[src/logic/intgrp_cfg.svh]
`ifndef INTGRP_CFG_SVH
`define INTGRP_CFG_SVH

// Register byte offsets
`define OFS_CTRL 12'h000
`define OFS_ENABLE 12'h004
`define OFS_BP_GRP0 12'h008
`define OFS_BP_GRP1 12'h00C
`define OFS_PRIO_MASK 12'h010
`define OFS_STATUS 12'h014
`define OFS_ACK_GRP0 12'h020
`define OFS_ACK_GRP1 12'h024
`define OFS_DONE_GRP0 12'h028
`define OFS_DONE_GRP1 12'h02C
`define OFS_HIGHEST_GRP0 12'h030
`define OFS_HIGHEST_GRP1 12'h034
`define OFS_SGI_REQUEST 12'h038
`define OFS_NS_ACCESS 12'h03C
`define OFS_PRIVATE_SELECT 12'h080
`define OFS_PRIVATE_MODIFIER 12'h084
// Shared arrays: word n at base + 4n, n >= 1; paddr[11:7] selects the array
`define SPI_SELECT_REGION 5'h02
`define SPI_MODIFIER_REGION 5'h04
`define SPI_WORDS_DEFAULT 4

// Control register fields
`define CTRL_SEC_DISABLE 0
`define CTRL_COMMON_BP 1
`define CTRL_COMMON_BP_NS 2
`define CTRL_COMMON_BP_S 3
`define CTRL_SYSREG_EN 4
`define CTRL_TOP_32BIT 5
`define CTRL_AFFINITY_EN 6
`define CTRL_RESET 32'h0000_0050

// Enable register fields
`define EN_GRP0 0
`define EN_GRP1_S 1
`define EN_GRP1_NS 2
`define ENABLE_RESET 32'h0000_0000

// Other reset values and constants
`define BP_RESET 3'h2
`define PRIO_MASK_RESET 8'h00
`define NS_ACCESS_RESET 2'h0
`define SPURIOUS_ID 10'h3FF
`define PRIVATE_ID_LIMIT 10'h020
`define TOP_LEVEL 2'h3

`endif

[src/logic/intgrp_pkg.sv]
package intgrp_pkg;

  typedef enum logic [1:0] {
    GROUP_0,
    GROUP_1_SECURE,
    GROUP_1_NONSECURE
  } group_type;

  typedef struct packed {
    logic valid;
    logic active_pending;
    logic locality;
    logic [9:0] id;
    logic [7:0] prio_level;
  } pending_type;

  typedef struct packed {
    logic [1:0] level;
    logic nonsecure;
  } context_type;

  typedef struct packed {
    logic valid;
    group_type grp;
    logic [9:0] id;
  } event_type;

endpackage

[src/logic/interrupt_group_fiq_irq_select.sv]
// Operation
// Two security states: every interrupt is group 0, secure group 1 or non-secure group 1.
// Single security state: every interrupt is group 0 or group 1.
// Security disable 0 gives both security states and three groups.
// Security disable 1 gives one security state and two groups.
// Shared interrupts take group from shared select/modifier arrays, index above zero.
// Software and private interrupts take group from the index-0 private registers.
// Message locality interrupts are forced to non-secure group 1, or group 1.
// Group 0 has acknowledge, completion, binary point, highest pending, enable.
// Group 1 has banked binary point; enable follows the interrupt's target state.
// Common binary point select makes group 1 use the group 0 binary point.
// Separate common binary point controls for non-secure and secure group 1.
// With two security states group 0 is always secure.
// Security disable 0: software interrupt needs requester state and access control permission.
// Security disable 1: software interrupts ignore the access control register.
// Security state checked on config, acknowledge, priority drop, deactivation only when disable 0.
// Secure group 1 treated as group 0 without top level or sysreg enable.
// Software never routes groups to a processing element of the wrong state.
// Qualifying group 0 interrupt always raises the fast request.
// Group 1 is fast for the other state or at top level, else normal.
// Top level in 32-bit state: secure group 1 normal, non-secure group 1 fast.
// Single security state: group 0 fast, group 1 normal at every level.
// Both request lines are re-evaluated on exception entry or return.
// Group to line mapping applies only with affinity routing enabled.
// An active-and-pending interrupt is never signalled.
// Request lines are levels held while the interrupt stays selected.
`timescale 1ns/1ps
`include "intgrp_cfg.svh"

module interrupt_group_fiq_irq_select #(
  parameter int NUM_SPI_WORDS = `SPI_WORDS_DEFAULT,
  parameter bit HAS_TOP_LEVEL = 1'b1
) (
  // Clock, reset, enable
  input wire logic pclk,
  input wire logic presetn,
  input wire logic clk_en,
  // APB slave
  input wire logic psel,
  input wire logic penable,
  input wire logic pwrite,
  input wire logic [11:0] paddr,
  input wire logic [31:0] pwdata,
  input wire logic [2:0] pprot,
  output logic [31:0] prdata,
  output logic pready,
  output logic pslverr,
  // Highest pending candidate and running priority
  input wire intgrp_pkg::pending_type pending_in,
  input wire logic [7:0] running_priority,
  // Processing element context
  input wire intgrp_pkg::context_type pe_context,
  input wire logic context_sync,
  // Request lines
  output logic fast_interrupt_request,
  output logic normal_interrupt_request,
  // Events to the state machines outside
  output intgrp_pkg::event_type ack_event,
  output intgrp_pkg::event_type completion_event,
  output intgrp_pkg::event_type sgi_event
);
  import intgrp_pkg::*;

  logic [31:0] ctrl_reg;
  logic [31:0] enable_reg;
  logic [2:0] bp_grp0_reg;
  logic [2:0] bp_grp1_s_reg;
  logic [2:0] bp_grp1_ns_reg;
  logic [7:0] prio_mask_reg;
  logic [1:0] ns_access_reg;
  logic [31:0] private_select_reg;
  logic [31:0] private_modifier_reg;
  logic [31:0] spi_select_reg [1:NUM_SPI_WORDS-1];
  logic [31:0] spi_modifier_reg [1:NUM_SPI_WORDS-1];
  context_type context_reg;
  logic fast_reg;
  logic normal_reg;
  logic [31:0] rdata_reg;
  group_type ack_group_reg;
  event_type ack_reg;
  event_type completion_reg;
  event_type sgi_reg;

  logic security_disable;
  logic nonsecure_req;
  logic ns_blocked;
  logic setup_phase;
  logic write_access;
  logic read_access;
  logic addr_err;
  logic [31:0] rdata_next;
  logic [4:0] word_idx;
  logic spi_word_ok;
  logic raw_select;
  logic raw_modifier;
  logic id_mapped;
  group_type group_raw;
  group_type hp_group;
  logic group_enabled;
  logic use_common_bp;
  logic [2:0] bp_eff;
  logic [7:0] group_mask;
  logic sufficient;
  logic qualify;
  logic to_fast;
  logic at_top;
  logic [9:0] ack0_value;
  logic [9:0] ack1_value;
  logic sgi_allowed;
  group_type sgi_group;

  assign security_disable = ctrl_reg[`CTRL_SEC_DISABLE];
  assign nonsecure_req = pprot[1];
  // Security checks of the requester
  // checks only without disable
  assign ns_blocked = !security_disable && nonsecure_req;
  assign setup_phase = psel && !penable && clk_en;
  assign write_access = psel && penable && clk_en && pwrite && !addr_err;
  assign read_access = psel && penable && clk_en && !pwrite && !addr_err;
  assign word_idx = paddr[6:2];
  assign spi_word_ok = (word_idx != 5'h00) && (int'(word_idx) < NUM_SPI_WORDS);

  assign pready = clk_en;
  assign pslverr = psel && penable && addr_err;
  assign prdata = rdata_reg;
  assign fast_interrupt_request = fast_reg;
  assign normal_interrupt_request = normal_reg;
  assign ack_event = ack_reg;
  assign completion_event = completion_reg;
  assign sgi_event = sgi_reg;

  function automatic group_type classify(input logic sel, input logic modifier, input logic ds);
    group_type g;
    // single state, two groups
    // disable set, group 0 or 1
    if (ds) begin
      g = sel ? GROUP_1_NONSECURE : GROUP_0;
    // three groups with two states
    // disable clear, three groups
    end else if (sel) begin
      g = GROUP_1_NONSECURE;
    end else if (modifier) begin
      g = GROUP_1_SECURE;
    end else begin
      g = GROUP_0;
    end
    return g;
  endfunction

  // Group lookup for the pending candidate
  always_comb begin
    raw_select = 1'b0;
    raw_modifier = 1'b0;
    id_mapped = 1'b0;
    if (pending_in.locality) begin
      id_mapped = 1'b1;
    // private index-0 registers
    end else if (pending_in.id < `PRIVATE_ID_LIMIT) begin
      raw_select = private_select_reg[pending_in.id[4:0]];
      raw_modifier = private_modifier_reg[pending_in.id[4:0]];
      id_mapped = 1'b1;
    // shared arrays above zero
    end else if (int'(pending_in.id[9:5]) < NUM_SPI_WORDS) begin
      raw_select = spi_select_reg[pending_in.id[9:5]][pending_in.id[4:0]];
      raw_modifier = spi_modifier_reg[pending_in.id[9:5]][pending_in.id[4:0]];
      id_mapped = 1'b1;
    end
  end

  always_comb begin
    // locality interrupts forced
    if (pending_in.locality) begin
      group_raw = GROUP_1_NONSECURE;
    end else begin
      group_raw = classify(raw_select, raw_modifier, security_disable);
    end
    hp_group = group_raw;
    // secure group 1 demoted
    if (!security_disable && group_raw == GROUP_1_SECURE
        && (!HAS_TOP_LEVEL || !ctrl_reg[`CTRL_SYSREG_EN])) begin
      hp_group = GROUP_0;
    end
  end

  // Group enable and priority qualification
  always_comb begin
    // group 0 enable
    // target state enable
    case (hp_group)
      GROUP_0: group_enabled = enable_reg[`EN_GRP0];
      GROUP_1_SECURE: group_enabled = enable_reg[`EN_GRP1_S];
      GROUP_1_NONSECURE: group_enabled = enable_reg[`EN_GRP1_NS];
      default: group_enabled = 1'b0;
    endcase
    // per-state common controls
    if (security_disable) begin
      use_common_bp = ctrl_reg[`CTRL_COMMON_BP];
    end else if (hp_group == GROUP_1_SECURE) begin
      use_common_bp = ctrl_reg[`CTRL_COMMON_BP_S];
    end else begin
      use_common_bp = ctrl_reg[`CTRL_COMMON_BP_NS];
    end
    // group 0 point shared
    if (hp_group == GROUP_0 || use_common_bp) begin
      bp_eff = bp_grp0_reg;
    end else if (hp_group == GROUP_1_SECURE) begin
      bp_eff = bp_grp1_s_reg;
    end else begin
      bp_eff = bp_grp1_ns_reg;
    end
    group_mask = 8'(8'hFE << bp_eff);
    sufficient = (pending_in.prio_level < prio_mask_reg)
                 && ((pending_in.prio_level & group_mask) < (running_priority & group_mask));
    // active and pending excluded
    // affinity routing only
    qualify = pending_in.valid && id_mapped && !pending_in.active_pending && sufficient
              && group_enabled && ctrl_reg[`CTRL_AFFINITY_EN];
  end

  // Line selection from the latched context
  always_comb begin
    at_top = HAS_TOP_LEVEL && (context_reg.level == `TOP_LEVEL) && !security_disable;
    // single state mapping
    if (security_disable) begin
      to_fast = (hp_group == GROUP_0);
    // group 0 always fast
    // group 0 is secure
    end else if (hp_group == GROUP_0) begin
      to_fast = 1'b1;
    // 32-bit top level
    end else if (at_top && ctrl_reg[`CTRL_TOP_32BIT]) begin
      to_fast = (hp_group == GROUP_1_NONSECURE);
    // top level is fast
    end else if (at_top) begin
      to_fast = 1'b1;
    // other state is fast
    end else begin
      to_fast = (hp_group == GROUP_1_SECURE) == context_reg.nonsecure;
    end
  end

  // context latched on sync
  always_ff @(posedge pclk or negedge presetn) begin
    if (!presetn) begin
      context_reg <= '{level: 2'h3, nonsecure: 1'b0};
    end else if (clk_en && context_sync) begin
      context_reg <= pe_context;
    end
  end

  // registered level lines
  always_ff @(posedge pclk or negedge presetn) begin
    if (!presetn) begin
      fast_reg <= 1'b0;
      normal_reg <= 1'b0;
    end else if (clk_en) begin
      fast_reg <= qualify && to_fast;
      normal_reg <= qualify && !to_fast;
    end
  end

  // Acknowledge values
  always_comb begin
    ack0_value = `SPURIOUS_ID;
    ack1_value = `SPURIOUS_ID;
    // acknowledge check
    if (qualify && hp_group == GROUP_0 && !ns_blocked) begin
      ack0_value = pending_in.id;
    end
    if (qualify && hp_group != GROUP_0 && !(ns_blocked && hp_group == GROUP_1_SECURE)) begin
      ack1_value = pending_in.id;
    end
  end

  // Read decode and address check
  always_comb begin
    rdata_next = 32'h0000_0000;
    addr_err = 1'b0;
    if (paddr[11:7] == `SPI_SELECT_REGION) begin
      if (spi_word_ok) begin
        rdata_next = spi_select_reg[word_idx];
      end else begin
        addr_err = 1'b1;
      end
    end else if (paddr[11:7] == `SPI_MODIFIER_REGION) begin
      if (spi_word_ok) begin
        rdata_next = spi_modifier_reg[word_idx];
      end else begin
        addr_err = 1'b1;
      end
    end else begin
      case (paddr)
        `OFS_CTRL: rdata_next = ctrl_reg;
        `OFS_ENABLE: rdata_next = enable_reg;
        `OFS_BP_GRP0: rdata_next = {29'h0000_0000, bp_grp0_reg};
        `OFS_BP_GRP1: rdata_next = {29'h0000_0000, nonsecure_req ? bp_grp1_ns_reg : bp_grp1_s_reg};
        `OFS_PRIO_MASK: rdata_next = {24'h00_0000, prio_mask_reg};
        `OFS_STATUS: rdata_next = {24'h00_0000, context_reg, hp_group, qualify, normal_reg, fast_reg};
        `OFS_ACK_GRP0: rdata_next = {22'h00_0000, ack0_value};
        `OFS_ACK_GRP1: rdata_next = {22'h00_0000, ack1_value};
        `OFS_HIGHEST_GRP0: rdata_next = {22'h00_0000,
          (pending_in.valid && id_mapped && hp_group == GROUP_0) ? pending_in.id : `SPURIOUS_ID};
        `OFS_HIGHEST_GRP1: rdata_next = {22'h00_0000,
          (pending_in.valid && id_mapped && hp_group != GROUP_0) ? pending_in.id : `SPURIOUS_ID};
        `OFS_NS_ACCESS: rdata_next = {30'h0000_0000, ns_access_reg};
        `OFS_PRIVATE_SELECT: rdata_next = private_select_reg;
        `OFS_PRIVATE_MODIFIER: rdata_next = private_modifier_reg;
        `OFS_DONE_GRP0, `OFS_DONE_GRP1, `OFS_SGI_REQUEST: rdata_next = 32'h0000_0000;
        default: addr_err = 1'b1;
      endcase
    end
  end

  // Read data captured in the setup cycle
  always_ff @(posedge pclk or negedge presetn) begin
    if (!presetn) begin
      rdata_reg <= 32'h0000_0000;
      ack_group_reg <= GROUP_0;
    end else if (setup_phase && !pwrite) begin
      rdata_reg <= rdata_next;
      ack_group_reg <= hp_group;
    end
  end

  // configuration check
  always_ff @(posedge pclk or negedge presetn) begin
    if (!presetn) begin
      ctrl_reg <= `CTRL_RESET;
      ns_access_reg <= `NS_ACCESS_RESET;
    end else if (write_access && !ns_blocked) begin
      if (paddr == `OFS_CTRL) begin
        ctrl_reg <= {25'h000_0000, pwdata[6:0]};
      end
      if (paddr == `OFS_NS_ACCESS) begin
        ns_access_reg <= pwdata[1:0];
      end
    end
  end

  // banked group 1 controls
  always_ff @(posedge pclk or negedge presetn) begin
    if (!presetn) begin
      enable_reg <= `ENABLE_RESET;
      bp_grp0_reg <= `BP_RESET;
      bp_grp1_s_reg <= `BP_RESET;
      bp_grp1_ns_reg <= `BP_RESET;
      prio_mask_reg <= `PRIO_MASK_RESET;
    end else if (write_access) begin
      case (paddr)
        `OFS_ENABLE: begin
          if (ns_blocked) begin
            enable_reg[`EN_GRP1_NS] <= pwdata[`EN_GRP1_NS];
          end else begin
            enable_reg <= {29'h0000_0000, pwdata[2:0]};
          end
        end
        `OFS_BP_GRP0: begin
          if (!ns_blocked) begin
            bp_grp0_reg <= pwdata[2:0];
          end
        end
        `OFS_BP_GRP1: begin
          if (nonsecure_req) begin
            bp_grp1_ns_reg <= pwdata[2:0];
          end else begin
            bp_grp1_s_reg <= pwdata[2:0];
          end
        end
        `OFS_PRIO_MASK: prio_mask_reg <= pwdata[7:0];
        default: prio_mask_reg <= prio_mask_reg;
      endcase
    end
  end

  // private group registers
  always_ff @(posedge pclk or negedge presetn) begin
    if (!presetn) begin
      private_select_reg <= 32'h0000_0000;
      private_modifier_reg <= 32'h0000_0000;
    end else if (write_access && !ns_blocked) begin
      if (paddr == `OFS_PRIVATE_SELECT) begin
        private_select_reg <= pwdata;
      end
      if (paddr == `OFS_PRIVATE_MODIFIER) begin
        private_modifier_reg <= pwdata;
      end
    end
  end

  // shared group arrays
  for (genvar n = 1; n < NUM_SPI_WORDS; n++) begin : g_spi_word
    always_ff @(posedge pclk or negedge presetn) begin
      if (!presetn) begin
        spi_select_reg[n] <= 32'h0000_0000;
        spi_modifier_reg[n] <= 32'h0000_0000;
      end else if (write_access && !ns_blocked && int'(word_idx) == n) begin
        if (paddr[11:7] == `SPI_SELECT_REGION) begin
          spi_select_reg[n] <= pwdata;
        end
        if (paddr[11:7] == `SPI_MODIFIER_REGION) begin
          spi_modifier_reg[n] <= pwdata;
        end
      end
    end
  end

  // Software interrupt permission
  always_comb begin
    sgi_group = GROUP_0;
    if (pwdata[5:4] == 2'h1) begin
      sgi_group = security_disable ? GROUP_1_NONSECURE : GROUP_1_SECURE;
    end else if (pwdata[5:4] == 2'h2) begin
      sgi_group = GROUP_1_NONSECURE;
    end
    // no access control check
    if (security_disable || !nonsecure_req) begin
      sgi_allowed = 1'b1;
    // state and access control
    end else begin
      case (sgi_group)
        GROUP_0: sgi_allowed = ns_access_reg[0];
        GROUP_1_SECURE: sgi_allowed = ns_access_reg[1];
        GROUP_1_NONSECURE: sgi_allowed = 1'b1;
        default: sgi_allowed = 1'b0;
      endcase
    end
  end

  // acknowledge and completion events
  always_ff @(posedge pclk or negedge presetn) begin
    if (!presetn) begin
      ack_reg <= '0;
      completion_reg <= '0;
      sgi_reg <= '0;
    end else if (clk_en) begin
      ack_reg.valid <= 1'b0;
      completion_reg.valid <= 1'b0;
      sgi_reg.valid <= 1'b0;
      if (read_access && (paddr == `OFS_ACK_GRP0 || paddr == `OFS_ACK_GRP1)
          && rdata_reg[9:0] != `SPURIOUS_ID) begin
        ack_reg <= '{valid: 1'b1, grp: ack_group_reg, id: rdata_reg[9:0]};
      end
      // priority drop check
      if (write_access && paddr == `OFS_DONE_GRP0 && !ns_blocked) begin
        completion_reg <= '{valid: 1'b1, grp: GROUP_0, id: pwdata[9:0]};
      end
      if (write_access && paddr == `OFS_DONE_GRP1) begin
        completion_reg <= '{valid: 1'b1, id: pwdata[9:0],
          grp: (nonsecure_req || security_disable) ? GROUP_1_NONSECURE : GROUP_1_SECURE};
      end
      if (write_access && paddr == `OFS_SGI_REQUEST && sgi_allowed) begin
        sgi_reg <= '{valid: 1'b1, grp: sgi_group, id: {6'h00, pwdata[3:0]}};
      end
    end
  end

endmodule

[config.mk]
export PLATFORM = sky130hd
export DESIGN_NAME = interrupt_group_fiq_irq_select
export DESIGN_NICKNAME = d
export VERILOG_FILES = /design/src/logic/intgrp_pkg.sv /design/src/logic/interrupt_group_fiq_irq_select.sv
export VERILOG_INCLUDE_DIRS = /design/src /design/src/logic
export SDC_FILE = /design/constraint.sdc
export NUM_CORES = 1
export LEC_CHECK = 0
export BUFFER_PORTS_ARGS = -buffer_cell sky130_fd_sc_hd__buf_2
export CORE_MARGIN = 2
export CORE_UTILIZATION = 55
export DETAILED_ROUTE_END_ITERATION = 6
export GPL_TIMING_DRIVEN = 0
export PLACE_DENSITY = 0.77
export SYNTH_ARGS = -nofsm -noshare
export SYNTH_HDL_FRONTEND = slang
export SYNTH_SLANG_ARGS = --single-unit
[constraint.sdc]
create_clock -name pclk -period 5.05 [get_ports pclk]
set_input_delay 0.2525 -clock pclk [delete_from_list [all_inputs] [get_ports pclk]]
set_output_delay 0.2525 -clock pclk [all_outputs]
set_load 0.05 [all_outputs]
==> results by group <==
Outcome
  – Status: complete, but fails checks
  – Failing checks: design-rule violations, max-capacitance violations, max-slew violations, negative setup slack

Logic synthesis
  – Simple-gate portion of the synthesized area: 0.0785
  – Post-Synth Adder-Cell Area: 0.00867
  – Count leader, synth: dfrtp_1
  – Post-synth EDFFs: 0
  – Mux share of post-synthesis cell area: 0.260
  – Synth cell count leaders: 350 x dfrtp_1, 317 x mux2_2, 169 x nor2_1, 109 x a21oi_1, 81 x mux2i_1
  – Syn Inst Count: 1646
  – Largest family of logic cells by synthesized area: multiplexers
  – Synth area leader: dfrtp_1
  – Post-synth top flop: dfrtp_1
  – Share of the synthesized area in the top cell type: 0.467
  – Mapped Avg Cell Area: 11.4 um^2
  – Top post-synthesis cells by area: dfrtp_1 47%, mux2_2 19%, mux2i_1 4.3%, nor2_1 3.4%, a21oi_1 2.9%
  – FF+latch count, synth: 357
  – Yosys warnings: 0
  – Compound-Gate Fraction of Synth Area: 0.138
  – Mapped cell area: 18800 um^2
  – Ys async rst share: 1.00
  – Seq/Total Area, Yosys: 0.477
  – Distinct cells, synth: 75
  – Xor-xnor portion of the synthesized cell area: 0.000467

Placed design
  – Final GP Congestion: 1.03
  – PortBufs: 145
  – DPL Wire Length: 45600 um
  – Inst Count DP: 2247

Layout
  – Share of cells above drive strength 1: 0.356
  – Final #Nets: 1967
  – Multi-input logic area: 9470 um^2
  – Seq. cell area: 8940 um^2
  – Layout Cells excl Fill: 2346
  – Filler cells: 2532
  – Synthesis-to-layout area growth: 18.2%

Global route
  – Vias in the first global route: 15800
  – Global route overflow: 0
  – Initial antenna violation count: 1
  – Largest net degree at the start of global routing: 126
  – First-pass GRT wire length: 98400 um
  – GRT Total Usage: 0.367

Routing
  – Via count: 16100
  – WL/cell: 28.2 um
  – DR iter-0 viols: 1995
  – WL final: 66100 um
  – Via/cell ratio: 6.87
  – Drt pass-1 iters: 7
  – DRC Markers: 4
  – Final ANT Viol Nets: 0

Worst setup path
  – Critical Path Stages: 23
  – RR Startpoint: private_select_reg[17]
  – Setup crit start kind: flop
  – CP Buf/Inv Count: 3
  – Delay-heaviest family, CP: compound AO/OA/AOI/OAI gates
  – Biggest cell delay along the critical path: 0.56 ns
  – WP data required: 5.44 ns
  – Register-to-Register Setup Slack: -0.37 ns
  – Setup CP Type: reg2reg
  – Max FO, Critical Path: 5
  – Worst r2r dst: prdata[5]
  – R2R cell count: 23
  – Slowest stage cell, crit path: mux4_2
  – Worst path cell trace: mux4_2 -> a22oi_2 -> nand2_1 -> mux2_4 -> a21oi_4 -> o21ai_4 -> nor3_4 -> buf_6 -> mux2i_4 -> buf_6 -> o21a_4 -> o311a_1 -> nand2_1 -> ha_1 -> nand2_1 -> nand3_2 -> nor4_4 -> o31ai_2 -> a21oi_2 -> o211ai_1 -> a221oi_4 -> buf_6 -> a31oi_1
  – Worst endpoint data arrival time: 5.81 ns
  – Worst setup EP type: flop

Flow run
  – Max-cap viol count: 1

Timing
  – Setup-violating endpoint count in the final report: 11
  – Final WS setup: -0.366 ns
  – RSZ-0062 raised after global routing: yes
  – Fmax: 185 MHz
  – Worst-Margin Slew: 1.57 ns
  – Slew Limit Fails: 6
  – Tmin final: 5.42 ns
  – Period utilization: 1.07
  – Relative slew margins: -0.0638
  – Final hold vios: 0
  – Fin Clk Skew: 0.0150 ns

Power and ir drop
  – Leakage: 10.5 nW
  – Pwr dens: 304 nW/um^2
  – VDD IR max: 0.000217 V
  – Power consumption: 0.00674 W

CTS
  – CTS max path bufs: 3
  – CTS buffer count: 40
  – Worst-Skew Late Latency: 0.53 ns
  – CTS tree: built
  – Clock sinks: 357
  – H-tree depth: 2
  – Clock-pin slew on the worst setup and hold paths: 0.06 ns
  – Root Buffer: clkbuf_16

Die
  – # IOs: 161
  – Core Rows: 67
  – Core area: 33500 um^2
  – Die Height: 189 um
  – Initial Util: 0.559
  – Die area: 35600 um^2
  – Chip width: 189 um

Worst hold path
  – Hold path depth: 2
  – WHS Endpoint: completion_event[5]
  – Worst hold start: pwdata[5]
  – Hold Path Class: in2reg
[where the power goes]
group	switching [W]	internal (W)
sequential	0.0000456	0.00292
combinational	0.000614	0.000220
clock	0.00119	0.00174
total	0.00185	0.00489
[metrics by stage]
stage / cell area (um^2) / util / TNS (ns) / hold slack (ns) / setup WS (ns)
finish: 22200 / 0.661 / -3.19 / 0.00240 / -0.366
global route: 22200 / 0.661 / -5.41 / 0.0170 / -0.554
CTS: 21900 / 0.654 / 0 / 0.00164 / 0.0287
detailed placement: 20200 / 0.601 / -20.09 / 0.220 / -1.87
global placement: 20100 / 0.598 / -1069.97 / 0.456 / -3.02
floorplan: 18800 / - / 0 / -0.0431 / 0.181
[worst reg2reg max path: cells and delay by family, from the launching register on]
family                     cells  cell delay [ns]
AOI/OAI and AO/OA             10             1.97
muxes                          3             1.14
and+or+nand+nor                6             1.02
buffers and inverters          3             0.45
adders and majority gates      1             0.30
DFF                            1             0.40
[placed cells by master (no fill, tap or decap), drive strengths merged, types with 12 or more instances in the layout]
| master | n |
|---|---|
| a21oi | 110 |
| a221oi | 40 |
| a22oi | 18 |
| a31oi | 12 |
| buf | 246 |
| clkbuf | 104 |
| dfrtp | 350 |
| ha | 13 |
| inv | 23 |
| mux2 | 324 |
| mux2i | 82 |
| mux4 | 18 |
| nand2 | 54 |
| nand3 | 15 |
| nor2 | 170 |
| nor3 | 16 |
| o211ai | 14 |
| o21ai | 29 |
| o22a | 22 |
| o22ai | 56 |
[worst max-delay path by stage]
stage,startpoint,to,slack (ns)
after global placement,presetn,spi_modifier_reg[42],-3.02
after CTS,private_select_reg[17],prdata[9],0.03
after detailed placement,pending_in[13],prdata[5],-1.87
after floorplan,pending_in[9],prdata[0],0.18
final,private_select_reg[17],prdata[5],-0.37
after global routing,spi_select_reg[47],prdata[6],-0.55
[cells by family after synthesis]
kind of cell | Yosys count
other | 1
and+or+nand+nor | 324
buffers and inverters | 148
DFF | 357
adders and majority gates | 13
AOI/OAI and AO/OA | 378
xor gates and xnor gates | 1
muxes | 424
[routing by layer]
| metal | vias up | global-route usage | part of all wire |
|---|---|---|---|
| li1 | 6611 | - | - |
| met1 | 8090 | 0.492 | 0.39 |
| met2 | 1187 | 0.551 | 0.44 |
| met3 | 229 | 0.110 | 0.12 |
| met4 | 4 | 0.160 | 0.046 |
| met5 | - | 0.0137 | 0.0014 |
[repair_timing]
action | in CTS | in global routing
endpoints found under the setup margin | 12 | 12
setup buffers | 16 | 5
pin swaps | 16 | 28
hold endpoints to repair | 58 | 0
resized for setup | 71 | 39
hold buffers | 6 | 0
[cell type report]
class                      instances  share of cell area
antenna                            1            0.000113
timing repair buffer             175              0.0479
clock buffer                      56              0.0520
buffer                           125              0.0337
sequential                       357               0.403
multi-input combinational       1146               0.427
inverter                          23             0.00389
tap                              448              0.0253
clock inverter                    15             0.00700
(Power assumes the default switching activity.)
